## config.mk

```make
export PLATFORM = sky130hd
export DESIGN_NAME = sar_adc_convert_read_port
export DESIGN_NICKNAME = d
export VERILOG_FILES = /design/src/adc_port_pkg.sv /design/src/guard_if.sv /design/src/latchup_guard.sv /design/src/sar_adc_convert_read_port.sv
export SDC_FILE = /design/constraint.sdc
export NUM_CORES = 1
export LEC_CHECK = 0
export ABC_AREA = 1
export BUFFER_PORTS_ARGS = -buffer_cell sky130_fd_sc_hd__buf_4
export CAP_MARGIN = 20
export CORE_MARGIN = 2
export CORE_UTILIZATION = 30
export DETAILED_ROUTE_END_ITERATION = 8
export PLACE_DENSITY = 0.47
export SETUP_SLACK_MARGIN = 0.1
export SKIP_LAST_GASP = 1
export SYNTH_ARGS = -nofsm -noshare
export SYNTH_HDL_FRONTEND = slang
export SYNTH_HIERARCHICAL = 1
export SYNTH_SLANG_ARGS = --single-unit
```

## constraint.sdc

```tcl
create_clock -name REF_CLK -period 2.3 [get_ports REF_CLK]
set_clock_uncertainty 0.2 [all_clocks]
set_input_delay 0.46 -clock REF_CLK [delete_from_list [all_inputs] [get_ports REF_CLK]]
set_output_delay 0.46 -clock REF_CLK [all_outputs]
set_load 0.01 [all_outputs]
```

## src/adc_port_pkg.sv

```systemverilog
/*
 * Shared constants and types for the converter control and read port
 * and its latchup guard. Assumes a 100 MHz reference clock; every
 * cycle count below is derived from a time in nanoseconds.
 */
package adc_port_pkg;

	localparam int DATA_W = 16;
	localparam int CNT_W = 12;

	localparam int CLK_PERIOD_NS = 10;

	// Times as specified, in nanoseconds
	localparam int CONV_TIME_NS = 7600;
	localparam int DATA_VALID_MAX_NS = 8000;
	localparam int BUSY_START_MAX_NS = 85;
	localparam int BUSY_TAIL_NS = 220;
	localparam int BUSY_AFTER_DATA_MIN_NS = 50;
	localparam int PREV_HOLD_NS = 7400;
	localparam int PROTECT_NS = 1000;
	localparam int RECOVER_NS = 25000;

	// Least times round up except PREV_HOLD_NS, longest times round down
	localparam logic [CNT_W-1:0] CONV_CYC =
		CNT_W'(CONV_TIME_NS / CLK_PERIOD_NS);
	localparam logic [CNT_W-1:0] CONV_MAX_CYC =
		CNT_W'(DATA_VALID_MAX_NS / CLK_PERIOD_NS);
	localparam logic [CNT_W-1:0] BUSY_START_MAX_CYC =
		CNT_W'(BUSY_START_MAX_NS / CLK_PERIOD_NS);
	localparam logic [CNT_W-1:0] BUSY_TAIL_CYC =
		CNT_W'(BUSY_TAIL_NS / CLK_PERIOD_NS);
	localparam logic [CNT_W-1:0] BUSY_AFTER_DATA_CYC =
		CNT_W'((BUSY_AFTER_DATA_MIN_NS + CLK_PERIOD_NS - 1)
		/ CLK_PERIOD_NS);
	localparam logic [CNT_W-1:0] PREV_HOLD_CYC =
		CNT_W'(PREV_HOLD_NS / CLK_PERIOD_NS);
	localparam logic [CNT_W-1:0] PROTECT_CYC =
		CNT_W'((PROTECT_NS + CLK_PERIOD_NS - 1) / CLK_PERIOD_NS);
	localparam logic [CNT_W-1:0] RECOVER_CYC =
		CNT_W'((RECOVER_NS + CLK_PERIOD_NS - 1) / CLK_PERIOD_NS);

	localparam logic [CNT_W-1:0] CNT_ONE = 12'h001;
	localparam logic [CNT_W-1:0] CNT_ZERO = 12'h000;
	localparam logic [DATA_W-1:0] RESULT_RESET = 16'h0000;

	typedef enum logic [2:0] {
		ST_IDLE = 3'h1,
		ST_CONV = 3'h2,
		ST_TAIL = 3'h4
	} conv_st_e;

	typedef enum logic [2:0] {
		GD_ON = 3'h1,
		GD_OFF = 3'h2,
		GD_RECOVER = 3'h4
	} guard_st_e;

endpackage : adc_port_pkg

```

## src/guard_if.sv

```systemverilog
/*
 * Carrier between the read port and its latchup guard: the current
 * sensor trip, the core power switch and the status level.
 * Assumes both ends run on the same clock.
 */
`timescale 1ns/1ps
interface guard_if;
	logic trip;
	logic core_on;
	logic status;

	modport guard (
		input trip,
		output core_on,
		output status
	);

	modport core (
		output trip,
		input core_on,
		input status
	);
endinterface : guard_if

```

## src/latchup_guard.sv

```systemverilog
/*
 * Latchup guard: on a supply-current trip it removes core power for
 * the protection time, restores it, and holds status high until the
 * recovery interval has passed. Assumes the trip input is synchronous.
 */
`timescale 1ns/1ps
module latchup_guard
	import adc_port_pkg::*;
(
	input wire logic clk, // Reference clock
	input wire logic rst, // Asynchronous reset, active high
	guard_if.guard g // Trip in, power and status out
);

	typedef struct packed {
		guard_st_e st;
		logic [CNT_W-1:0] cnt;
		logic core_on;
		logic status;
	} guard_s;

	guard_s s_reg;
	guard_s s_next;

	localparam int prot_cyc = int'(PROTECT_CYC);

	always_comb
	begin
		s_next = s_reg;
		case (s_reg.st)
			GD_ON:
			begin
				if (g.trip)
				begin
					s_next.st = GD_OFF;
					s_next.cnt = CNT_ZERO;
					s_next.core_on = 1'b0;
					s_next.status = 1'b1;
				end
			end
			GD_OFF:
			begin
				s_next.cnt = s_reg.cnt + CNT_ONE;
				if (s_reg.cnt == PROTECT_CYC - CNT_ONE)
				begin
					s_next.core_on = 1'b1;
					s_next.st = GD_RECOVER;
					s_next.cnt = CNT_ZERO;
				end
			end
			GD_RECOVER:
			begin
				s_next.cnt = s_reg.cnt + CNT_ONE;
				// Status stays up while the core settles, so the host
				// never sees the unstable fall
				if (g.trip)
				begin
					s_next.st = GD_OFF;
					s_next.cnt = CNT_ZERO;
					s_next.core_on = 1'b0;
				end
				else if (s_reg.cnt == RECOVER_CYC - CNT_ONE)
				begin
					s_next.status = 1'b0;
					s_next.st = GD_ON;
				end
			end
			default:
			begin
				s_next.st = GD_ON;
				s_next.cnt = CNT_ZERO;
				s_next.core_on = 1'b1;
				s_next.status = 1'b0;
			end
		endcase
	end

	always_ff @(posedge clk or posedge rst)
	begin
		if (rst)
		begin
			s_reg.st <= GD_ON;
			s_reg.cnt <= CNT_ZERO;
			s_reg.core_on <= 1'b1;
			s_reg.status <= 1'b0;
		end
		else
		begin
			s_reg <= s_next;
		end
	end

	assign g.core_on = s_reg.core_on;
	assign g.status = s_reg.status;
endmodule : latchup_guard

```

## src/sar_adc_convert_read_port.sv

```systemverilog
/*
 * Conversion control and 16-bit three-state read port of a sampling
 * successive-approximation converter, with its latchup guard.
 * Assumes all inputs are synchronous to REF_CLK and that the converter
 * core presents its digitised input as a two's-complement word.
 */
`timescale 1ns/1ps

// What this block does
// - Chip select high keeps bus high-impedance
// - Convert falling with select high starts, bus off
// - Convert falling with select low starts, bus off
// - Busy rising shows completed conversion on bus
// - Select falling with convert high drives result
// - Reads during conversion return previous result
// - Both low at busy rise restarts unacquired
// - Convert commands ignored while busy low
// - Busy falls within 85 ns of start
// - New result valid within 8 us
// - Previous result kept 7.6 us, at least 7.4 us
// - Busy rises 220 ns after conversion end
// - Busy rises at least 50 ns after data
// - Fixed 16-bit word, bit 15 most significant
// - Latchup trip cycles core power off, on
// - Status high while core power removed
module sar_adc_convert_read_port
	import adc_port_pkg::*;
(
	input wire logic REF_CLK, // 100 MHz clock
	input wire logic SYS_RST, // Asynchronous reset, active high
	input wire logic CHIP_SEL_N, // Chip select, active low
	input wire logic READ_CONV, // High reads, falling edge converts
	input wire logic [DATA_W-1:0] SAMPLE_CODE, // Core's digitised input
	input wire logic LATCHUP_SENSE, // Supply-current trip
	output logic BUSY_N, // Low while a conversion runs
	output logic [DATA_W-1:0] DATA_O, // Result word
	output logic DATA_OE, // High while the data bus is driven
	output logic LATCHUP_STATUS, // High while core power is cycled
	output logic CORE_PWR_ON // Core power switch
);

	typedef struct packed {
		conv_st_e st;
		logic [CNT_W-1:0] cnt;
		logic [DATA_W-1:0] held;
		logic [DATA_W-1:0] result;
		logic rc_prev;
		logic again;
		logic busy_n;
		logic oe;
		logic status;
		logic core_on;
	} port_s;

	port_s s_reg;
	port_s s_next;
	logic rc_fall;
	logic start_cmd;
	logic restart_cmd;

	guard_if g ();

	assign g.trip = LATCHUP_SENSE;

	latchup_guard guard_inst (
		.clk(REF_CLK),
		.rst(SYS_RST),
		.g(g)
	);

	always_comb
	begin
		s_next = s_reg;
		s_next.rc_prev = READ_CONV;
		s_next.status = g.status;
		s_next.core_on = g.core_on;
		s_next.again = 1'b0;
		rc_fall = s_reg.rc_prev && !READ_CONV;
		start_cmd = 1'b0;
		restart_cmd = 1'b0;
		case (s_reg.st)
			ST_IDLE:
			begin
				s_next.busy_n = 1'b1;
				// Nothing starts while the core is unpowered
				if (!g.status)
				begin
					// Lines held low at busy rise force one more round
					if (s_reg.again)
					begin
						restart_cmd = 1'b1;
					end
					// Either select level: a falling convert line starts
					else if (rc_fall)
					begin
						start_cmd = 1'b1;
					end
				end
			end
			ST_CONV:
			begin
				// Convert edges fall through here untouched
				s_next.cnt = s_reg.cnt + CNT_ONE;
				if (s_reg.cnt == CONV_CYC - CNT_ONE)
				begin
					// Result replaces n-1 only at end of conversion
					s_next.result = s_reg.held;
					s_next.st = ST_TAIL;
					s_next.cnt = CNT_ZERO;
				end
			end
			ST_TAIL:
			begin
				s_next.cnt = s_reg.cnt + CNT_ONE;
				if (s_reg.cnt == BUSY_TAIL_CYC - CNT_ONE)
				begin
					s_next.busy_n = 1'b1;
					s_next.st = ST_IDLE;
					// Busy is shown high for one cycle before the restart
					if (!CHIP_SEL_N && !READ_CONV)
					begin
						s_next.again = 1'b1;
					end
				end
			end
			default:
			begin
				s_next.st = ST_IDLE;
				s_next.cnt = CNT_ZERO;
				s_next.busy_n = 1'b1;
			end
		endcase
		if (start_cmd || restart_cmd)
		begin
			s_next.st = ST_CONV;
			s_next.cnt = CNT_ZERO;
			s_next.busy_n = 1'b0;
			// A restart has had no acquisition, so the hold stage keeps
			// its old sample and the result is not a fresh one
			if (start_cmd)
			begin
				s_next.held = SAMPLE_CODE;
			end
		end
		// Bus follows select and convert; a start always releases it
		s_next.oe = !CHIP_SEL_N && READ_CONV;
		if (g.status)
		begin
			// Status high, core off or recovering: abandon the conversion and release the bus
			s_next.st = ST_IDLE;
			s_next.cnt = CNT_ZERO;
			s_next.busy_n = 1'b1;
			s_next.oe = 1'b0;
		end
	end

	always_ff @(posedge REF_CLK or posedge SYS_RST)
	begin
		if (SYS_RST)
		begin
			s_reg.st <= ST_IDLE;
			s_reg.cnt <= CNT_ZERO;
			s_reg.held <= RESULT_RESET;
			s_reg.result <= RESULT_RESET;
			s_reg.rc_prev <= 1'b1;
			s_reg.again <= 1'b0;
			s_reg.busy_n <= 1'b1;
			s_reg.oe <= 1'b0;
			s_reg.status <= 1'b0;
			s_reg.core_on <= 1'b1;
		end
		else
		begin
			s_reg <= s_next;
		end
	end

	assign BUSY_N = s_reg.busy_n;
	assign DATA_O = s_reg.result;
	assign DATA_OE = s_reg.oe;
	assign LATCHUP_STATUS = s_reg.status;
	assign CORE_PWR_ON = s_reg.core_on;

	// Helper counters for spans too long for a repetition
	logic [CNT_W-1:0] since_start;
	logic [CNT_W-1:0] busy_low_cnt;

	always_ff @(posedge REF_CLK or posedge SYS_RST)
	begin
		if (SYS_RST)
		begin
			since_start <= CNT_ZERO;
			busy_low_cnt <= CNT_ZERO;
		end
		else
		begin
			if (start_cmd || restart_cmd)
				since_start <= CNT_ZERO;
			else if (since_start != {CNT_W{1'b1}})
				since_start <= since_start + CNT_ONE;
			if (s_reg.busy_n)
				busy_low_cnt <= CNT_ZERO;
			else if (busy_low_cnt != {CNT_W{1'b1}})
				busy_low_cnt <= busy_low_cnt + CNT_ONE;
		end
	end
endmodule : sar_adc_convert_read_port

```

-- Yosys cells after proc, flatten, opt, wreduce, memory -nomap -nowiden
Index checks and enable logic that the tools add are counted.
- bits in registers: 70
- input bits: 21
- multiplexer cells: 28
- equality and inequality tests: 20
- bitwise gates (word level): 1
- $add $sub $neg: 2
- reductions and logical operators: 13
- operators with widths (cell ; number):
    16-bit case mux with 3 select lines ; 1
    15-bit case mux with 3 select lines ; 1
    16-bit two-way mux ; 2
    31-bit two-way mux ; 1
    15-bit two-way mux ; 2
    12-bit by 1-bit adder with 12-bit output, second input constant ; 2
    17-bit two-way mux ; 1
    13-bit two-way mux ; 1
    12-bit by 10-bit equality test with 1-bit output, second input constant ; 1
    12-bit equality test, second input constant ; 1
    12-bit by 5-bit equality test with 1-bit output, second input constant ; 1
    12-bit by 7-bit equality test with 1-bit output, second input constant ; 1
    1-bit two-way mux ; 12
    3-bit two-way mux ; 3
    3-bit by 2-bit inequality test with 1-bit output, second input constant ; 3
    3-bit AND reduction ; 3
    4-bit by 3-bit inequality test with 1-bit output, second input constant ; 2
    3-bit by 1-bit equality test with 1-bit output, second input constant ; 2
    3-bit by 2-bit equality test with 1-bit output, second input constant ; 2
    3-bit equality test, second input constant ; 2
    2-bit inequality test, second input constant ; 3
    2-bit AND reduction ; 3
    2-bit two-way mux ; 2
    2-bit by 1-bit inequality test with 1-bit output, second input constant ; 2
    7 further kinds ; 10

-- Longest topological paths before layout
- word-level depth: 9
- gate-level depth with buffers: 9
- depth with buffers taken out: 9

-- Hierarchy
The synthesis kept the hierarchy.
- modules (own cells, without submodules) (module ; instances ; sequential area each (µm²) ; area an instance (µm²) ; cells each):
    sar_adc_convert_read_port ; 1 ; 1331.3 ; 2631.3 ; 304
    latchup_guard ; 1 ; 427.9 ; 1091.0 ; 156

-- Least setup slack after synthesis
OpenSTA, ideal clock, no wires.
- path type: reg-to-reg
- from: register s_reg[38] (netlist name)
- to: register s_reg (netlist bit DATA_O[9])
- cell stages (with the launch flop): 8
- data required time: 1.983 ns
- arrival time: 1.294 ns
- buffers on the path: 1
- library setup time: 0.117 ns
- period minus slack after synthesis: 1.611 ns
- path slack: 0.689 ns
- cell sequence: dfrtp_1 -> ha_1 -> inv_1 -> nor2_1 -> nand4_4 -> buf_6 -> nand2_1 -> o21ai_2
- word-level cells in the longest chain between the ends: 2
- ends and longest elaborated chain (item ; RTL line ; text):
    start, declared ; sar_adc_convert_read_port.sv:55 ; port_s s_reg;
    start signal, assigned ; sar_adc_convert_read_port.sv:174 ; s_reg <= s_next;
    12-bit by 10-bit equality test with 1-bit output ; sar_adc_convert_read_port.sv:104 ; if (s_reg.cnt == CONV_CYC - CNT_ONE)
    2-bit AND reduction (no line) ; - ;
Every way passes these cells.
A chain may end at the register's enable or synchronous reset.

-- Worst setup path in the final report
- from: register s_reg[38] (netlist name)
- to: register s_reg (netlist bit DATA_O[13])
The elaborated chain is that of the path after synthesis.

==> flow_summary_export.csv <==
group,metric,value,unit
outcome,status,"finished clean",
route,first_pass_iters,4,
synthesis,async_reset_ff_share,100,%
synthesis,synth_area_per_cell,8.09,um2
pwr,combPwrFrac,21.8,%
critical_path,cp_cell_sequence,"ha_1, inv_1, nor2_1, nand4_4, nand2_1, o21ai_2",
synthesis,yosys_warnings,6,
floorplan,die_height,115,um
route,vias_per_cell,4.38,
sta,final.period_utilization,86.1,%
critical_path,arrival,1.99,ns
route,drc,0,
pwr,vdd_drop_max,394,uV
synthesis,syn_area,3720,um2
clock_network,cts_setup_buffers,0,
synthesis,synth_ff_type,"dfrtp_1",
min_path,min_from,"READ_CONV",
sta,worst_hold_slack,0.0597,ns
job,maxCapViolations,0,
cells_and_area,final_cell_mix,"141 x nand2_1, 64 x dfrtp_1, 49 x inv_1",
pwr,p_seq_share,41.9,%
critical_path,timing.rr.end,"DATA_O[13]$_DFFE_PP0N_",
pwr,clkPwrFrac,36.2,%
clock_network,cts.clk_slew.worst_paths,0.06,ns
cells_and_area,final_nets,516,
clock_network,cts_htree_levels,3,
placement,hpwl,5.87,mm
floorplan,die_x,115,um
pwr,p_per_area,867,nW/um2
route,vias,2911,
critical_path,critical_path_depth,6,
sta,rsz0062_at_grt,"no",
synthesis,syn_inst,460,
route,routed_wl,8.03,mm
synthesis,yosysSeqAreaShare,47.3,%
cells_and_area,largest_register_ffs,33,
cells_and_area,final_common_cell,"nand2_1",
grt,grt_pass1_vias,2913,
route,met3_length,369,um
pwr,p_int,2620,uW
pwr,switching_share,31.2,%
critical_path,crit_path_start_kind,"register",
cells_and_area,drive_gt1_share,23.5,%
sta,hold_viol_final,0,
synthesis,ys_ff_latch,70,
sta,drv_slew,0,
critical_path,cp_slowest_cell,"nand4_4",
critical_path,reg2reg_slack,0.32,ns
cells_and_area,syn2layout_area_growth,18.1,%
sta,slew_headroom,53.7,%
critical_path,reg2reg_from,"s_reg[38]$_DFFE_PP0P_",
grt,grt_max_degree,54,
pwr,p_sw,1190,uW
grt,antenna_found_initial,0,
clock_network,clockBufferDepth,2,
min_path,hold_depth,1,
clock_network,cts_num_sinks,70,
cells_and_area,num-fill-cells,1261,
sta,fin_crit,1.98,ns
route,wl_per_cell,12.1,um
critical_path,required,2.31,ns
clock_network,clock_latency,0.33,ns
cells_and_area,regArea,1760,um2
cells_and_area,num_antenna_cells,0,
pwr,p_leak,0.00223,uW
sta,tns,0,ns
min_path,hold_end,"s_reg[5]$_DFF_PP1_",
critical_path,cp-end-kind,"register",
min_path,hold_path_class,"primary input to register",
critical_path,cp_max_fo,25,
sta,setup_violations,0,
floorplan,std_cell_rows,40,
grt,grt_pass1_wl,13.8,mm
clock_network,cts_tree,"done",
route,met2_length,3.89,mm
floorplan,coreArea,12100,um2
placement,gp_congestion,0.827,
floorplan,start_util,30.9,%
route,top_layer_used,"met4",
grt,grt.overflow.total,0,
critical_path,critical_path_class,"register to register",
grt,grt.total_usage,13.2,%
clock_network,cts_root_buf,"clkbuf_16",
critical_path,max_stage_delay,0.43,ns
critical_path,r2r_cells,6,
synthesis,synth_cell_types,30,
critical_path,crit_family,"simple AND/OR/NAND/NOR gates",
critical_path,path_buf_inv,1,
floorplan,ios,41,
clock_network,cts_buffers,9,
route,wl_met1,3.70,mm
cells_and_area,multiInputGateArea,1560,um2
sta,max_freq,505,MHz
synthesis,syn_nets,484,
synthesis,synth_edf_count,0,
route,drtAntennaViolNets,0,
route,drt_iter0_drc,195,
floorplan,die-area,13300,um2
placement,io_buffers,40,
sta,tightest_slew,0.694,ns
[per-stage QoR]
stage	utilization, %	instances	setup WS [ns]	power [uW]	area (um2)
after CTS	36.4	665	0.278	3890	4390
after detailed placement	33.9	648	0.287	2470	4090
final	36.4	665	0.319	3810	4390
after global placement	33.9	648	0.389	2450	4090
after global routing	36.4	665	0.107	4070	4390
after floorplan	-	460	0.360	2220	3720
[metal layers]
layer  vias to the layer above  global-route usage (%)
li1                       1489                       -
met1                      1367                    16.8
met2                        49                    21.8
met3                         6                    4.43
met4                         0                    3.13
met5                         -                       0
[worst reg2reg max path, delay by kind of cell (launching register included)]
kind                       cells  cell delay [ns]
AOI/OAI and AO/OA              1             0.07
adders and majority gates      1             0.24
buffers and inverters          1             0.07
DFF                            1             0.41
and+or+nand+nor                3             0.88
[cell families (layout without fill, tap and decap cells)]
kind of cell	after synthesis	in the layout	share of synthesized area [%]
xor gates and xnor gates	5	5	1.18
muxes	7	7	2.32
adders and majority gates	3	3	1.01
DFF	70	70	47.3
AOI/OAI and AO/OA	30	30	4.94
and+or+nand+nor	263	263	32.5
buffers and inverters	82	119	10.8
[cells in the mapped netlist (6+ instances only)]
library cell    n  share of area, %
nor2_1         44               4.4
buf_4          16               3.2
dfrtp_1        64                43
nor2_4          6               1.8
inv_1          50               5.0
a21oi_1        12               1.6
nand2_2         9               1.5
dfstp_2         6               4.2
nand4_1         7               1.2
inv_2          10               1.0
nand2_1       141                14
o21ai_2         9               2.1
nand3_1        38               5.1
[power by group through the flow]
stage / clock [uW] / combinational [uW] / sequential (uW)
final: 1380 / 832 / 1600
after global routing: 1490 / 948 / 1630
after CTS: 1440 / 852 / 1600
after detailed placement: 0 / 851 / 1620
after global placement: 0 / 840 / 1610
after floorplan: 0 / 622 / 1600
[worst max path at each step]
stage                                   to             startpoint  slack [ns]
floorplan                DATA_OE$_DFF_PP0_                SYS_RST        0.36
finish              DATA_O[13]$_DFFE_PP0N_  s_reg[38]$_DFFE_PP0P_        0.32
global route        DATA_O[14]$_DFFE_PP0N_  s_reg[38]$_DFFE_PP0P_        0.11
CTS                 DATA_O[13]$_DFFE_PP0N_  s_reg[38]$_DFFE_PP0P_        0.28
detailed placement  DATA_O[13]$_DFFE_PP0N_  s_reg[38]$_DFFE_PP0P_        0.29
global placement    DATA_O[14]$_DFFE_PP0N_  s_reg[38]$_DFFE_PP0P_        0.39
[cell type report]
class	count	share of cell area [%]
clock buffer	9	5.13
clock inverter	7	1.68
inverter	60	5.13
multi-input combinational	308	35.6
sequential	70	40.0
tap	168	4.78
timing repair buffer	43	7.69
[what timing repair did]
action                                 4_1_cts  5_1_grt
resized for setup                            0        0
endpoints found under the hold margin       47        0
hold buffers                                 1        0
Note: power is estimated with default switching activity, not from simulation.
